## src/inc/pkdm_pkg.sv

```systemverilog
/*
 * Shared constants for the front-panel keypad and display menu controller:
 * clock rate, the documented hold and display times, key indices, state codes
 * and save result codes.
 * Assumes a single 250 MHz system clock and a synchronous active-high reset.
 */
`default_nettype none

package pkdm_pkg;

    // System clock rate.
    localparam longint CLK_HZ = 250_000_000;

    // Times in milliseconds, as the panel behaviour defines them.
    localparam longint T_SHOW_MS     = 1000;
    localparam longint T_IDLE_MS     = 20000;
    localparam longint T_HOLD_MS     = 2000;
    localparam longint T_DEBOUNCE_MS = 10;

    // Cycle counts derived from the times; a 33-bit width holds 20 s of cycles.
    localparam logic [32:0] SHOW_CYC     = 33'(CLK_HZ / 1000 * T_SHOW_MS);
    localparam logic [32:0] IDLE_CYC     = 33'(CLK_HZ / 1000 * T_IDLE_MS);
    localparam logic [32:0] HOLD_CYC     = 33'(CLK_HZ / 1000 * T_HOLD_MS);
    localparam logic [32:0] DEBOUNCE_CYC = 33'(CLK_HZ / 1000 * T_DEBOUNCE_MS);

    // Key positions inside the key vector.
    localparam int K_MODE  = 0;
    localparam int K_SHIFT = 1;
    localparam int K_UP    = 2;
    localparam int K_DOWN  = 3;
    localparam int K_SET   = 4;
    localparam int N_KEYS  = 5;

    // Monitor variable count, parameter group count and parameter numbers.
    localparam logic [4:0] MON_COUNT   = 5'h13;
    localparam logic [3:0] GROUP_COUNT = 4'h5;
    localparam logic [7:0] PNUM_COUNT  = 8'h64;

    // Save result codes reported by the parameter store.
    localparam logic [2:0] RES_SAVED     = 3'h0;
    localparam logic [2:0] RES_READ_ONLY = 3'h1;
    localparam logic [2:0] RES_LOCKED    = 3'h2;
    localparam logic [2:0] RES_RANGE     = 3'h3;
    localparam logic [2:0] RES_SERVO_ON  = 3'h4;
    localparam logic [2:0] RES_POWER_ON  = 3'h5;

    // Menu states; the code is also the display kind seen outside.
    typedef enum logic [2:0] {
        ST_BOOT   = 3'h0,
        ST_MONSYM = 3'h1,
        ST_MON    = 3'h2,
        ST_PARAM  = 3'h3,
        ST_EDIT   = 3'h4,
        ST_SAVEW  = 3'h5,
        ST_RESULT = 3'h6,
        ST_ALARM  = 3'h7
    } pkdm_state_t;

endpackage

`default_nettype wire

```

## src/rtl/pkdm_key_filter.sv

```systemverilog
/*
 * Debounce and edge detection for a group of panel keys.
 * Assumes the raw key levels are already synchronous to clock, active high.
 */
`default_nettype none

module pkdm_key_filter #(
    parameter int          N    = 5,
    parameter logic [32:0] STAB = pkdm_pkg::DEBOUNCE_CYC
) (
    input  wire logic         clock,
    input  wire logic         rst,
    input  wire logic [N-1:0] raw,
    output logic      [N-1:0] level,
    output logic      [N-1:0] press,
    output logic      [N-1:0] release_p
);

    logic [32:0] cnt [N];

    // A key changes its filtered level only after the raw level has differed
    // for STAB cycles, so contact bounce gives one press and one release.
    always_ff @(posedge clock) begin
        for (int i = 0; i < N; i++) begin
            if (rst) begin
                cnt[i]       <= 33'h0;
                level[i]     <= 1'b0;
                press[i]     <= 1'b0;
                release_p[i] <= 1'b0;
            end else begin
                press[i]     <= 1'b0;
                release_p[i] <= 1'b0;
                if (raw[i] == level[i]) begin
                    cnt[i] <= 33'h0;
                end else if (cnt[i] == STAB - 33'h1) begin
                    cnt[i]       <= 33'h0;
                    level[i]     <= raw[i];
                    press[i]     <= raw[i];
                    release_p[i] <= ~raw[i];
                end else begin
                    cnt[i] <= cnt[i] + 33'h1;
                end
            end
        end
    end

endmodule

`default_nettype wire

```

## src/rtl/pkdm_panel.sv

```systemverilog
/*
 * Front-panel menu controller: five keys in, display content out. It runs the
 * boot, monitor, parameter, editing, save and alarm modes, and formats values.
 * Assumes the parameter store answers save_req with one save_done pulse and
 * that a renderer turns disp_kind, disp_value and the point masks into segments.
 */
`default_nettype none

module pkdm_panel #(
    parameter logic [32:0] SHOW_CYC     = pkdm_pkg::SHOW_CYC,
    parameter logic [32:0] IDLE_CYC     = pkdm_pkg::IDLE_CYC,
    parameter logic [32:0] HOLD_CYC     = pkdm_pkg::HOLD_CYC,
    parameter logic [32:0] DEBOUNCE_CYC = pkdm_pkg::DEBOUNCE_CYC
) (
    input  wire logic        clock,
    input  wire logic        rst,
    input  wire logic        key_mode,
    input  wire logic        key_shift,
    input  wire logic        key_up,
    input  wire logic        key_down,
    input  wire logic        key_set,
    input  wire logic        alarm_active,
    input  wire logic        alarm_new,
    input  wire logic [11:0] alarm_code,
    input  wire logic [31:0] mon_value,
    input  wire logic        mon_wide,
    input  wire logic [31:0] param_value,
    input  wire logic [31:0] param_min,
    input  wire logic [31:0] param_max,
    input  wire logic        save_done,
    input  wire logic [2:0]  save_status,
    output logic      [4:0]  mon_sel,
    output logic      [3:0]  param_group,
    output logic      [7:0]  param_num,
    output logic      [31:0] edit_value,
    output logic             save_req,
    output logic      [2:0]  disp_kind,
    output logic      [31:0] disp_value,
    output logic             disp_hex,
    output logic             alarm_prefix_symbol,
    output logic      [4:0]  disp_dp,
    output logic      [4:0]  disp_blink
);

    pkdm_pkg::pkdm_state_t state, next_state;
    logic [4:0]  lvl, prs, rel;
    logic [32:0] tmr, idle_cnt, hold_cnt;
    logic [2:0]  cursor, result;
    logic        hex_sel, half_high, hold_used;
    logic [31:0] neg_edit;
    logic        tmr_hit, idle_hit, any_press, neg_ok;
    logic [31:0] mon_ext;
    logic        mon_neg;

    // Power of ten for the blinking digit; up and down both use it.
    function automatic logic [31:0] pkdm_pow10(input logic [2:0] d);
        case (d)
            3'h0:    pkdm_pow10 = 32'h1;
            3'h1:    pkdm_pow10 = 32'hA;
            3'h2:    pkdm_pow10 = 32'h64;
            3'h3:    pkdm_pow10 = 32'h3E8;
            default: pkdm_pow10 = 32'h2710;
        endcase
    endfunction

    pkdm_key_filter #(
        .N    (pkdm_pkg::N_KEYS),
        .STAB (DEBOUNCE_CYC)
    ) u_keys (
        .clock     (clock),
        .rst       (rst),
        .raw       ({key_set, key_down, key_up, key_shift, key_mode}),
        .level     (lvl),
        .press     (prs),
        .release_p (rel)
    );

    // Timer ends, the negated edit value and the widened monitor value.
    // A 16-bit monitor value is signed, so it is widened by its sign bit.
    assign mon_ext   = mon_wide ? mon_value : {{16{mon_value[15]}}, mon_value[15:0]};
    assign mon_neg   = !hex_sel && mon_ext[31];
    assign tmr_hit   = (tmr == SHOW_CYC - 33'h1);
    assign idle_hit  = (idle_cnt == IDLE_CYC - 33'h1);
    assign any_press = |prs;
    assign neg_edit  = 32'h0 - edit_value;
    assign neg_ok    = ($signed(neg_edit) >= $signed(param_min))
                     && ($signed(neg_edit) <= $signed(param_max));

    // Mode sequencing. An alarm event outranks every key, so it is tested first.
    always_comb begin
        next_state = state;
        if (alarm_new) begin
            next_state = pkdm_pkg::ST_ALARM;
        end else if (idle_hit) begin
            next_state = pkdm_pkg::ST_ALARM;
        end else begin
            case (state)
                pkdm_pkg::ST_BOOT, pkdm_pkg::ST_MONSYM: begin
                    if (tmr_hit) next_state = pkdm_pkg::ST_MON;
                end
                pkdm_pkg::ST_MON: begin
                    if (prs[pkdm_pkg::K_MODE]) begin
                        next_state = alarm_active ? pkdm_pkg::ST_ALARM
                                                  : pkdm_pkg::ST_PARAM;
                    end else if (prs[pkdm_pkg::K_UP] || prs[pkdm_pkg::K_DOWN]) begin
                        next_state = pkdm_pkg::ST_MONSYM;
                    end
                end
                pkdm_pkg::ST_PARAM: begin
                    if (prs[pkdm_pkg::K_MODE]) next_state = pkdm_pkg::ST_MON;
                    else if (prs[pkdm_pkg::K_SET]) next_state = pkdm_pkg::ST_EDIT;
                end
                pkdm_pkg::ST_EDIT: begin
                    if (prs[pkdm_pkg::K_MODE]) next_state = pkdm_pkg::ST_PARAM;
                    else if (prs[pkdm_pkg::K_SET]) next_state = pkdm_pkg::ST_SAVEW;
                end
                pkdm_pkg::ST_SAVEW: begin
                    if (save_done) next_state = pkdm_pkg::ST_RESULT;
                end
                pkdm_pkg::ST_RESULT: begin
                    if (tmr_hit) begin
                        next_state = (result == pkdm_pkg::RES_SAVED)
                                   ? pkdm_pkg::ST_PARAM : pkdm_pkg::ST_EDIT;
                    end
                end
                pkdm_pkg::ST_ALARM: begin
                    if (prs[pkdm_pkg::K_MODE]) next_state = pkdm_pkg::ST_PARAM;
                end
                default: next_state = pkdm_pkg::ST_BOOT;
            endcase
        end
    end

    // State register and the one-second display timer, restarted on each move.
    always_ff @(posedge clock) begin
        if (rst) begin
            state <= pkdm_pkg::ST_BOOT;
            tmr   <= 33'h0;
        end else begin
            state <= next_state;
            tmr   <= (next_state != state || tmr_hit) ? 33'h0 : tmr + 33'h1;
        end
    end

    // Idle timer runs only while an alarm is pending away from the alarm view.
    always_ff @(posedge clock) begin
        if (rst || !alarm_active || any_press || state == pkdm_pkg::ST_ALARM
                || idle_hit) begin
            idle_cnt <= 33'h0;
        end else begin
            idle_cnt <= idle_cnt + 33'h1;
        end
    end

    // Monitor selection, number format and shown half.
    always_ff @(posedge clock) begin
        if (rst) begin
            mon_sel   <= 5'h0;
            hex_sel   <= 1'b0;
            half_high <= 1'b0;
        end else if (state == pkdm_pkg::ST_MON && !alarm_new && !idle_hit) begin
            if (prs[pkdm_pkg::K_UP]) begin
                mon_sel <= (mon_sel == pkdm_pkg::MON_COUNT - 5'h1) ? 5'h0 : mon_sel + 5'h1;
            end else if (prs[pkdm_pkg::K_DOWN]) begin
                mon_sel <= (mon_sel == 5'h0) ? pkdm_pkg::MON_COUNT - 5'h1 : mon_sel - 5'h1;
            end
            if (prs[pkdm_pkg::K_SET]) hex_sel <= ~hex_sel;
            if (prs[pkdm_pkg::K_SHIFT]) half_high <= ~half_high;
        end
    end

    // Parameter group and number selection.
    always_ff @(posedge clock) begin
        if (rst) begin
            param_group <= 4'h0;
            param_num   <= 8'h0;
        end else if (state == pkdm_pkg::ST_PARAM && !alarm_new && !idle_hit) begin
            if (prs[pkdm_pkg::K_SHIFT]) begin
                param_group <= (param_group == pkdm_pkg::GROUP_COUNT - 4'h1)
                             ? 4'h0 : param_group + 4'h1;
            end
            if (prs[pkdm_pkg::K_UP]) begin
                param_num <= (param_num == pkdm_pkg::PNUM_COUNT - 8'h1)
                           ? 8'h0 : param_num + 8'h1;
            end else if (prs[pkdm_pkg::K_DOWN]) begin
                param_num <= (param_num == 8'h0)
                           ? pkdm_pkg::PNUM_COUNT - 8'h1 : param_num - 8'h1;
            end
        end
    end

    // Editing. A short shift acts on release so a long hold can claim it instead.
    always_ff @(posedge clock) begin
        if (rst) begin
            edit_value <= 32'h0;
            cursor     <= 3'h0;
            hold_cnt   <= 33'h0;
            hold_used  <= 1'b0;
        end else if (state == pkdm_pkg::ST_PARAM && prs[pkdm_pkg::K_SET]) begin
            edit_value <= param_value;
            cursor     <= 3'h0;
            hold_cnt   <= 33'h0;
            hold_used  <= 1'b0;
        end else if (state == pkdm_pkg::ST_EDIT) begin
            if (prs[pkdm_pkg::K_UP]) edit_value <= edit_value + pkdm_pow10(cursor);
            else if (prs[pkdm_pkg::K_DOWN]) edit_value <= edit_value - pkdm_pow10(cursor);
            hold_cnt <= lvl[pkdm_pkg::K_SHIFT] && !hold_used ? hold_cnt + 33'h1 : 33'h0;
            if (lvl[pkdm_pkg::K_SHIFT] && !hold_used && hold_cnt == HOLD_CYC - 33'h1) begin
                hold_used <= 1'b1;
                if (neg_ok) edit_value <= neg_edit;
            end
            if (rel[pkdm_pkg::K_SHIFT]) begin
                hold_used <= 1'b0;
                // A release in the very cycle the hold fires must not also move.
                if (!hold_used && hold_cnt != HOLD_CYC - 33'h1) begin
                    cursor <= (cursor == 3'h4) ? 3'h0 : cursor + 3'h1;
                end
            end
        end else begin
            hold_cnt  <= 33'h0;
            hold_used <= 1'b0;
        end
    end

    // Save handshake and the result that the store reports.
    always_ff @(posedge clock) begin
        if (rst) begin
            save_req <= 1'b0;
            result   <= pkdm_pkg::RES_SAVED;
        end else begin
            save_req <= (state == pkdm_pkg::ST_EDIT) && (next_state == pkdm_pkg::ST_SAVEW);
            if (state == pkdm_pkg::ST_SAVEW && save_done) result <= save_status;
        end
    end

    // Display content, one cycle behind the state. Decimal values go out as a
    // magnitude so the renderer never has to handle a sign itself.
    always_ff @(posedge clock) begin
        if (rst) begin
            disp_kind           <= 3'h0;
            disp_value          <= 32'h0;
            disp_hex            <= 1'b0;
            alarm_prefix_symbol <= 1'b0;
            disp_dp             <= 5'h0;
            disp_blink          <= 5'h0;
        end else begin
            disp_kind           <= state;
            alarm_prefix_symbol <= (state == pkdm_pkg::ST_ALARM);
            disp_hex            <= (state == pkdm_pkg::ST_MON) && hex_sel;
            disp_blink          <= (state == pkdm_pkg::ST_EDIT) ? 5'h1 << cursor : 5'h0;
            disp_dp             <= 5'h0;
            case (state)
                pkdm_pkg::ST_MON: begin
                    disp_value <= mon_neg ? 32'h0 - mon_ext : mon_ext;
                    disp_dp <= {mon_neg, mon_neg, 1'b0,
                                !hex_sel && mon_wide && half_high,
                                !hex_sel && mon_wide && !half_high};
                end
                pkdm_pkg::ST_EDIT: begin
                    disp_value <= edit_value[31] ? neg_edit : edit_value;
                    disp_dp    <= {edit_value[31], edit_value[31], 3'h0};
                end
                pkdm_pkg::ST_BOOT, pkdm_pkg::ST_MONSYM: disp_value <= {27'h0, mon_sel};
                pkdm_pkg::ST_PARAM:  disp_value <= {20'h0, param_group, param_num};
                pkdm_pkg::ST_RESULT: disp_value <= {29'h0, result};
                pkdm_pkg::ST_ALARM:  disp_value <= {20'h0, alarm_code};
                default:             disp_value <= 32'h0;
            endcase
        end
    end
endmodule

`default_nettype wire

```

## config.mk

```make
export PLATFORM = sky130hd
export DESIGN_NAME = pkdm_panel
export DESIGN_NICKNAME = d
export VERILOG_FILES = /design/src/inc/pkdm_pkg.sv /design/src/rtl/pkdm_key_filter.sv /design/src/rtl/pkdm_panel.sv
export SDC_FILE = /design/constraint.sdc
export NUM_CORES = 1
export LEC_CHECK = 0
export ABC_AREA = 1
export BUFFER_PORTS_ARGS = -buffer_cell sky130_fd_sc_hd__buf_2
export CAP_MARGIN = 40
export CORE_UTILIZATION = 45
export CTS_BUF_LIST = sky130_fd_sc_hd__clkbuf_4 sky130_fd_sc_hd__clkbuf_8
export DETAILED_ROUTE_END_ITERATION = 8
export GPL_TIMING_DRIVEN = 0
export MAX_ROUTING_LAYER = met4
export PLACE_DENSITY = 0.69
export SYNTH_ARGS = -nofsm -noshare
export SYNTH_HDL_FRONTEND = slang
export SYNTH_SLANG_ARGS = --single-unit
```

## constraint.sdc

```tcl
create_clock -name clock -period 4.75 [get_ports clock]
set_clock_uncertainty 0.05 [all_clocks]
set_input_delay 0.2375 -clock clock [delete_from_list [all_inputs] [get_ports clock]]
set_output_delay 0.2375 -clock clock [all_outputs]
set_load 0.01 [all_outputs]
```

After elaboration in Yosys (flattened, before gate mapping)
Memory sizes are Yosys's and may differ from the RTL's.
Index checks and enable logic that the tools add are counted.
{ "op_classes": {"bitwise_logic": 30, "mux": 118, "n_addsub": 18, "multipliers": 0, "n_shift": 1, "div_mod_pow": 0, "eq_ne": 30, "n_lt_le_gt_ge": 2, "reduce_logical": 58} }
{ "ops": {"columns": ["cell", "count"], "rows": [
  ["two-way mux 32 bit", 18],
  ["two-way mux 33 bit", 15],
  ["adder 33 x 1 -> 33 bit (second input constant)", 8],
  ["one-hot mux 32 bit (6 select lines)", 1],
  ["equality test 33 x 22 -> 1 bit (second input constant)", 5],
  ["subtractor 1 x 32 -> 32 bit (first input constant)", 2],
  ["two-way mux 1 bit", 57],
  ["one-hot mux 14 bit (4 select lines)", 1],
  ["two-way mux 3 bit", 15],
  ["equality test 33 x 28 -> 1 bit (second input constant)", 1],
  ["equality test 33 x 29 -> 1 bit (second input constant)", 1],
  ["equality test 33 bit (second input constant)", 1],
  ["!= test 33 x 29 -> 1 bit (second input constant)", 1],
  ["adder 32 bit", 1],
  [">= comparator 32 bit", 1],
  ["<= comparator 32 bit", 1],
  ["two-way mux 8 bit", 4],
  ["subtractor 32 bit", 1],
  ["one-hot mux 3 bit (7 select lines)", 1],
  ["two-way mux 5 bit", 4],
  ["AND reduction 2 bit", 10],
  ["equality test 3 bit (second input constant)", 6],
  ["logical AND 1 bit", 16],
  ["inverter 1 bit", 15],
  ["28 further kinds", 71]
]} }
{ "totals": {"input_bits": 154, "rom_bits": 0, "reg_bits": 219, "memories": 1, "latchBits": 0, "mem_bits_rw": 165, "out_inout_bits": 97} }
{ "memory_table": {"columns": ["memory", "depth", "width", "read_ports", "rd_clocked_by_memory_dff", "wr", "line", "rtl"], "rows": [
  ["u_keys.cnt", 5, 33, 5, 0, 5, "pkdm_key_filter.sv:19", "logic [32:0] cnt [N];"]
]} }

Longest topological paths before layout
Gate-level depths: netlist of run 1.
{ "logic_depth": {"word_depth": 14, "depth_mapped": 29} }

Cells and area by module
Synthesis of run 1 repeated with hierarchy kept, for this count alone.
{ "hier_totals": {"cells_unflattened": 4315, "area_unflattened_um2": 28602.4} }
{ "by_module_without_submodules": {"columns": ["module", "area_per_inst_um2", "cells_each", "n_inst"], "rows": [
  ["pkdm_panel", 16822.4, 2698, 1],
  ["pkdm_key_filter", 11780.0, 1617, 1]
]} }

Worst setup path after synthesis of run 1
Ideal clock, no wire load.
{ "synth_timing": {"path_kind": "reg2reg", "from": "register edit_value[1]", "to": "register edit_value[12]", "t_required_ps": 4568, "t_arrival_ps": 3444, "setup_slack_ps": 1124, "synth_period_minus_slack_ps": 3626, "stages_incl_launch_ff": 27, "path_buffers": 1, "setup_ps": 132, "path_cell_list": "dfxtp_1 > inv_1 > ha_1 > nand2_1 > nor2_2 > nand3_2 > nor2_2 > nand3_1 > nand3b_1 > nor3_2 > xor2_1 > inv_1 > ha_1 > nand2_1 > nor2_1 > nand2_1 > nor4_2 > nand2_1 > nand2_1 > nand2_1 > nand3_2 > nand3_2 > nor2_1 > buf_2 > nand2_1 > nand3_1 > a21oi_1"} }
{ "synth_between": {"elab_chain_cells": 7} }
{ "synth_lines": {"columns": ["element", "line", "rtl"], "rows": [
  ["start, declared", "pkdm_panel.sv:35", "output logic [31:0] edit_value,"],
  ["start signal, assigned", "pkdm_panel.sv:200", "edit_value <= param_value;"],
  ["start signal, assigned", "pkdm_panel.sv:205", "if (prs[pkdm_pkg::K_UP]) edit_value <= edit_value + pkdm_pow10(cursor);"],
  ["start signal, assigned", "pkdm_panel.sv:206", "else if (prs[pkdm_pkg::K_DOWN]) edit_value <= edit_value - pkdm_pow10(cursor);"],
  ["subtractor 1 x 32 -> 32 bit or subtractor 32 bit (tied branches)", "pkdm_panel.sv:85, pkdm_panel.sv:206", null],
  [">= comparator 32 bit (tied with other cells)", "pkdm_panel.sv:86", "assign neg_ok = ($signed(neg_edit) >= $signed(param_min))"],
  ["logical AND 1 bit or two-way mux 32 bit (tied branches)", "pkdm_panel.sv:87, pkdm_panel.sv:205", null],
  ["two-way mux 32 bit", "pkdm_panel.sv:210", "if (neg_ok) edit_value <= neg_edit;"],
  ["two-way mux 32 bit *", "pkdm_panel.sv:208", "if (lvl[pkdm_pkg::K_SHIFT] && !hold_used && hold_cnt == HOLD_CYC - 33'h1) begin"],
  ["two-way mux 32 bit *", "pkdm_panel.sv:204", "end else if (state == pkdm_pkg::ST_EDIT) begin"],
  ["two-way mux 32 bit *", "pkdm_panel.sv:199", "end else if (state == pkdm_pkg::ST_PARAM && prs[pkdm_pkg::K_SET]) begin"]
]} }
Mark *: on every way between the ends. The rest lies on a longest branch, timed or not. The select of a mux whose other input is x is not followed.
A chain may end at the register's enable or synchronous reset.

Final worst setup path of run 1
{ "layout_timing": {"from": "register edit_value[16]", "to": "register edit_value[8]"} }
{ "layout_between": {"elab_chain_cells": 7} }
{ "layout_lines": {"columns": ["element", "line", "rtl"], "rows": [
  ["subtractor 1 x 32 -> 32 bit *", "pkdm_panel.sv:85", "assign neg_edit = 32'h0 - edit_value;"],
  [">= comparator 32 bit or <= comparator 32 bit (tied branches)", "pkdm_panel.sv:86, pkdm_panel.sv:87", null],
  ["logical AND 1 bit *", "pkdm_panel.sv:87", "&& ($signed(neg_edit) <= $signed(param_max));"],
  ["two-way mux 32 bit *", "pkdm_panel.sv:210", null],
  ["two-way mux 32 bit *", "pkdm_panel.sv:208", null],
  ["two-way mux 32 bit *", "pkdm_panel.sv:204", null],
  ["two-way mux 32 bit *", "pkdm_panel.sv:199", null]
]} }
Marked as above.

==> results.yml, run 1 <==
global_route:
  grt_overflow_total: 0
  grtUsageTotal: 0.292
  grt_first_pass_wirelength_mm: 134
  antenna_found_initial: 19
  grt_pass1_vias: 24947
  grt_max_degree: 11
pwr:
  power_mw: 8.56
  switching_share: 0.285
  power_switching_mw: 2.44
  comb_power_share: 0.149
  peakVddDrop_uv: 256
  internal_power_mw: 6.11
  clkPwrFrac: 0.428
  pwr-share-seq: 0.423
  power.density_nw_per_um2: 268
  power_leakage_nw: 14.4
cts:
  cts_tree: "yes"
  clk_latency_ns: 0.71
  cts.sinks: 382
  cts_buffer_depth: 3
  cts-root-buf: "clkbuf_8"
  cts_inserted_buffers: 73
  cts.reportedPaths.clkPinSlew_ns: 0.07
  htree_num_levels: 3
layout:
  final_cell_mix: "nand2_1, inv_1, nor2_1"
  nFillCells: 5712
  finalInstanceArea_um2: 32000
  fin_nets: 4604
  ff_latch_area_um2: 9300
  area_growth_pct: 20.0
  multi_input_area_um2: 15400
  drive_gt1_frac: 0.137
  final_common_cell: "nand2_1"
route:
  drc_errors: 0
  ant_nets: 0
  vias: 27117
  dr.first_iter.drc_count: 2172
  vias_per_cell: 5.24
  dr.pass1.iters: 6
  wl_per_cell_um: 16.8
  drt-total-wl_mm: 87.2
sta:
  max_freq_mhz: 224
  final.setup.tns_ns: 0
  finalHoldViolCount: 0
  slew_violations: 0
  setup_viol: 0
  period_share: 0.940
  worstMarginPinSlew_ns: 0.944
  period_needed_ns: 4.47
  relSlewSlack: 0.371
floorplanning:
  core_area_um2: 58100
  dieWidth_um: 245
  die-area_um2: 60200
  die_height_um: 245
  io_pins: 251
  row_count: 88
  start_util: 0.458
placed_design:
  portBuffers: 248
  post-dp-hpwl_mm: 69.0
  placed_area_um2: 29500
  place_congestion: 1.04
setup_path:
  crit_type: "flip-flop to flip-flop"
  reg2reg_setup_slack_ns: 0.28
  worstPathRequired_ns: 5.21
  r2r-end: "edit_value[8]"
  cp-start-kind: "flip-flop"
  crit_fanout: 10
  crit_arrival_ns: 4.92
  r2r_start: "edit_value[16]"
  endpoint_kind: "flip-flop"
  reg2reg_depth: 23
min_path:
  holdPathEnd: "disp_value[27]"
  hp-start: "mon_value[27]"
  hp-class: "input port to flip-flop"
  worstHoldPathCells: 6
yosys:
  syn_inst: 3773
  syn_area_per_cell_um2: 7.06
  ys_seq_elements: 382
  synth-edff-count: 165
  ys.warnings.count: 0
  yosysSeqAreaShare: 0.349
  synth_area_um2: 26600
  yosysUniqueCellTypes: 59
  async_reset_ff_frac: 0
  ys.flop_type: "dfxtp_1"
run_status:
  status: "completed"
run:
  max-cap-violations: 0
-- cells by family after synthesis --
group           Yosys count  synth area share
buf+inv                 687            0.0994
simple gates           1863             0.329
fa+ha+maj               116            0.0550
other cells               2          0.000282
flops                   382             0.349
compound gates          573             0.118
xor+xnor                150            0.0493
-- cell type report --
class | count | share of cell area
Clock inverter | 13 | 0.00517
Sequential cell | 382 | 0.291
Antenna cell | 16 | 0.00125
Buffer | 95 | 0.0135
Tap cell | 765 | 0.0299
Timing Repair Buffer | 322 | 0.0618
Inverter | 592 | 0.0696
Multi-Input combinational cell | 2868 | 0.481
Clock buffer | 122 | 0.0468
-- critical path: stages (launching register included) --
cell and delay, ns:
dfxtp_1 0.35, clkbuf_1 0.22, nor2_1 0.13, inv_1 0.10, nor2_2 0.23, nand3_1 0.19, nor4_1 0.35, ha_1 0.30
inv_1 0.24, ha_1 0.36, nand2_1 0.13, nor2_1 0.05, nor3_1 0.13, nand2_1 0.11, a21oi_1 0.17, nand2_1 0.07
nand2_1 0.06, nand3_1 0.17, nand3_2 0.20, buf_4 0.21, buf_6 0.17, nand3_1 0.09, nand3_1 0.11, a21oi_1 0.06
-- synthesized netlist by cell type, drive strengths merged (11+ instances only) --
library cell,number,area (µm²)
clkbuf,64,240
dfxtp,217,4340
o22ai,17,106
nand2,723,2740
inv,589,2210
ha,114,1430
nor3b,34,265
buf,31,186
nor2,495,2070
nor4,73,592
a31oi,20,125
or2,19,119
nor3,148,875
edfxtp,165,4950
xor2,126,1100
nand4,102,651
o21ai,178,891
nand3,249,1320
a211oi,17,133
xnor2,24,210
a21oi,279,1400
o21a,19,143
nand3b,11,82.6
-- state kept, by name, indices dropped and copies added (netlist names), 3 cells and up --
signal        cells
param_num         8
param_group       4
u_keys.cnt      165
disp_kind         3
disp_blink        5
u_keys.level      5
mon_sel           5
state             3
hold_cnt         33
result            3
disp_value       32
disp_dp           3
u_keys.press      5
tmr              33
edit_value       32
idle_cnt         33
cursor            3
-- per-stage QoR --
step / instances / setup WS (ns) / util / hold slack [ns]
after floorplan: 3937 / 1.12 / - / 0.260
final: 5175 / 0.284 / 0.550 / 0.0443
after CTS: 5154 / 0.000375 / 0.547 / 0.00967
after global routing: 5173 / -0.0240 / 0.550 / 0.0652
after global placement: 4950 / -0.0682 / 0.507 / 0.377
after detailed placement: 4951 / -0.118 / 0.507 / 0.383
-- worst max path at each step --
stage | start | to | slack [ns] | cells after the start
6_report | edit_value[16] | edit_value[8] | 0.28 | 23
5_1_grt | edit_value[0] | edit_value[6] | -0.02 | 25
3_3_place_gp | edit_value[1] | edit_value[24] | -0.07 | 25
2_1_floorplan | edit_value[1] | edit_value[12] | 1.12 | 26
4_1_cts | edit_value[0] | edit_value[9] | 0.0004 | 26
3_5_place_dp | edit_value[1] | edit_value[24] | -0.12 | 25
-- power groups by stage --
stage                     Combinational, mW  Sequential, mW  Clock [mW]
after global routing                   1.41            3.63        3.89
after floorplan                       0.757            3.67           0
after detailed placement               1.17            3.69           0
after CTS                              1.22            3.62        3.75
final                                  1.27            3.62        3.66
after global placement                 1.15            3.69           0
-- metal layers --
metal / vias to the layer above / global-route usage / part of all wire
li1: 13500 / - / -
met1: 12243 / 0.364 / 0.42
met2: 1132 / 0.441 / 0.43
met3: 242 / 0.0671 / 0.094
met4: 0 / 0.148 / 0.053
met5: - / - / 0
-- timing repair --
item / 4_1_cts / 5_1_grt
setup buffers: 0 / 5
endpoints found under the setup margin: 27 / 32
endpoints found under the hold margin: 63 / 0
resized for setup: 2 / 19
hold buffers: 68 / 0
No activity file was read; power rests on OpenSTA's default activity.
==> run 2, diff against run 1 <==
==> constraint.sdc (replaced) <==
create_clock -name clock -period 5.2 [get_ports clock]
set_clock_uncertainty 0.05 [all_clocks]
set_input_delay 0.26 -clock clock [delete_from_list [all_inputs] [get_ports clock]]
set_output_delay 0.26 -clock clock [all_outputs]
set_load 0.01 [all_outputs]
==> run 2 against run 1 <==
  * Non-clock buffer count shrank 7
  * Worst setup slack worse by 0.021 ns
  * Final area fell by 0.38%
  * Clock-buffer cell count is the same
  * Sequential share of layout area increased by 0.11 points
  * Combinational power is 10% lower
  * Via count down 0.27%
  * Largest power group unchanged
  * Core utilization decreased by 0.21 points
  * Cell count decreased by 0.14%
  * Highest routed layer unchanged
  * Total power shrank 8.9%
  * Flip-flop and latch count did not move
==> results.yml, run 2 (synthesized netlist as in run 1, its figures left out) <==
setup_path:
  slowest_stage: "xor2_1"
  endpoint_kind: "flip-flop"
  crit_path_max_incr_delay_ns: 0.54
  crit_arrival_ns: 5.40
  cp_common_cell: "nand2_1"
  crit_type: "flip-flop to flip-flop"
  crit_cells: 25
  cp-start-kind: "flip-flop"
  worstPathRequired_ns: 5.66
  crit_buf_inv: 3
  crit_fanout: 10
  reg2reg_depth: 25
  critPathTopFamily: "simple AND/OR/NAND/NOR gates"
route:
  wl_per_cell_um: 16.8
  drc_errors: 0
  drt-total-wl_mm: 87.0
  dr.first_iter.drc_count: 2241
  dr.pass1.iters: 6
  vias_per_cell: 5.23
  vias: 27045
  ant_nets: 0
layout:
  regMostFlops: "u_keys.cnt"
  area_growth_pct: 19.5
  fin_nets: 4597
  drive_gt1_frac: 0.133
  multi_input_area_um2: 15300
  final_cell_mix: "nand2_1, inv_1, nor2_1"
  finalInstanceArea_um2: 31800
  final_common_cell: "nand2_1"
  ff_latch_area_um2: 9300
  largest_reg_flops: 165
  nFillCells: 5727
pwr:
  clkPwrFrac: 0.429
  peakVddDrop_uv: 234
  power_leakage_nw: 14.4
  power.density_nw_per_um2: 245
  power_switching_mw: 2.22
  pwr-share-seq: 0.425
  comb_power_share: 0.147
  switching_share: 0.285
  internal_power_mw: 5.57
sta:
  finalHoldViolCount: 0
  setup_viol: 0
  max_freq_mhz: 203
  final.setup.tns_ns: 0
  period_needed_ns: 4.94
  relSlewSlack: 0.377
  period_share: 0.949
  rsz0062_at_grt: "no"
  slew_violations: 0
  worstMarginPinSlew_ns: 0.935
placed_design:
  post-dp-hpwl_mm: 69.0
  portBuffers: 248
  placed_area_um2: 29500
  place_congestion: 1.04
global_route:
  grt_max_degree: 11
  grt_overflow_total: 0
  grt_pass1_vias: 24948
  grt_first_pass_wirelength_mm: 134
  antenna_found_initial: 19
  grtUsageTotal: 0.292
cts:
  cts.reportedPaths.clkPinSlew_ns: 0.06
  cts-root-buf: "clkbuf_8"
  cts_buffer_depth: 3
  cts.sinks: 382
  cts_inserted_buffers: 73
  clk_latency_ns: 0.71
  cts_tree: "yes"
  post-cts-setup-buffers: 0
  htree_num_levels: 3
floorplanning:
  row_count: 88
  dieWidth_um: 245
  die_height_um: 245
  io_pins: 251
  start_util: 0.458
  core_area_um2: 58100
  die-area_um2: 60200
run_status:
  status: "completed"
min_path:
  worstHoldPathCells: 6
  hp-class: "input port to flip-flop"
run:
  max-cap-violations: 0
run 2: final timing paths:
check | slack (ns) | startpoint | to
hold / removal | 0.05 | mon_value[5] | disp_value[5]
setup reg to reg | 0.26 | edit_value[0] | edit_value[1]
hold reg to reg | 0.39 | hold_cnt[0] | hold_cnt[0]
setup / recovery | 0.26 | edit_value[0] | edit_value[1]
run 2: power by group through the flow:
stage	Combinational [mW]	Clock, mW	Sequential (mW)
after global placement	1.06	0	3.37
after global routing	1.26	3.56	3.32
final	1.14	3.34	3.31
after floorplan	0.691	0	3.35
after CTS	1.11	3.42	3.31
after detailed placement	1.07	0	3.37
run 2: cell type report:
class                   count  share of cell area
diodes                     16             0.00126
plain buffers              95              0.0134
clock buffers             122              0.0470
clock inverters            13             0.00519
inverters                 592              0.0698
multi-input cells        2868               0.481
flip-flops and latches    382               0.292
well taps                 765              0.0301
repair buffers            315              0.0602
run 2: metal layers:
metal  global-route usage  part of all wire  up-vias
li1                     -                 -    13496
met1                0.364              0.42    12188
met2                0.441              0.43     1100
met3               0.0680             0.092      261
met4                0.148             0.055        0
met5                    -                 0        -
run 2: per-stage QoR:
step,worst slack (ns),instances,utilization,hold slack [ns],power (mW)
floorplan,1.57,3937,-,0.282,4.05
global placement,0.382,4950,0.507,0.377,4.42
detailed placement,0.332,4951,0.507,0.383,4.44
CTS,0.325,5152,0.547,0.00591,7.84
global route,0.0211,5166,0.548,0.0674,8.14
finish,0.263,5168,0.548,0.0514,7.79
run 2: tightest hold or removal path, cell delays in order:
cell	delay (ns)
buf_2	0.12
nand3_1	0.08
nand2_1	0.07
o211ai_1	0.08
nand3_1	0.07
inv_1	0.04
run 2: what timing repair did:
item	CTS	global route
hold endpoints to repair	62	0
resized for setup	0	2
setup endpoints to repair	0	16
hold buffers	66	0
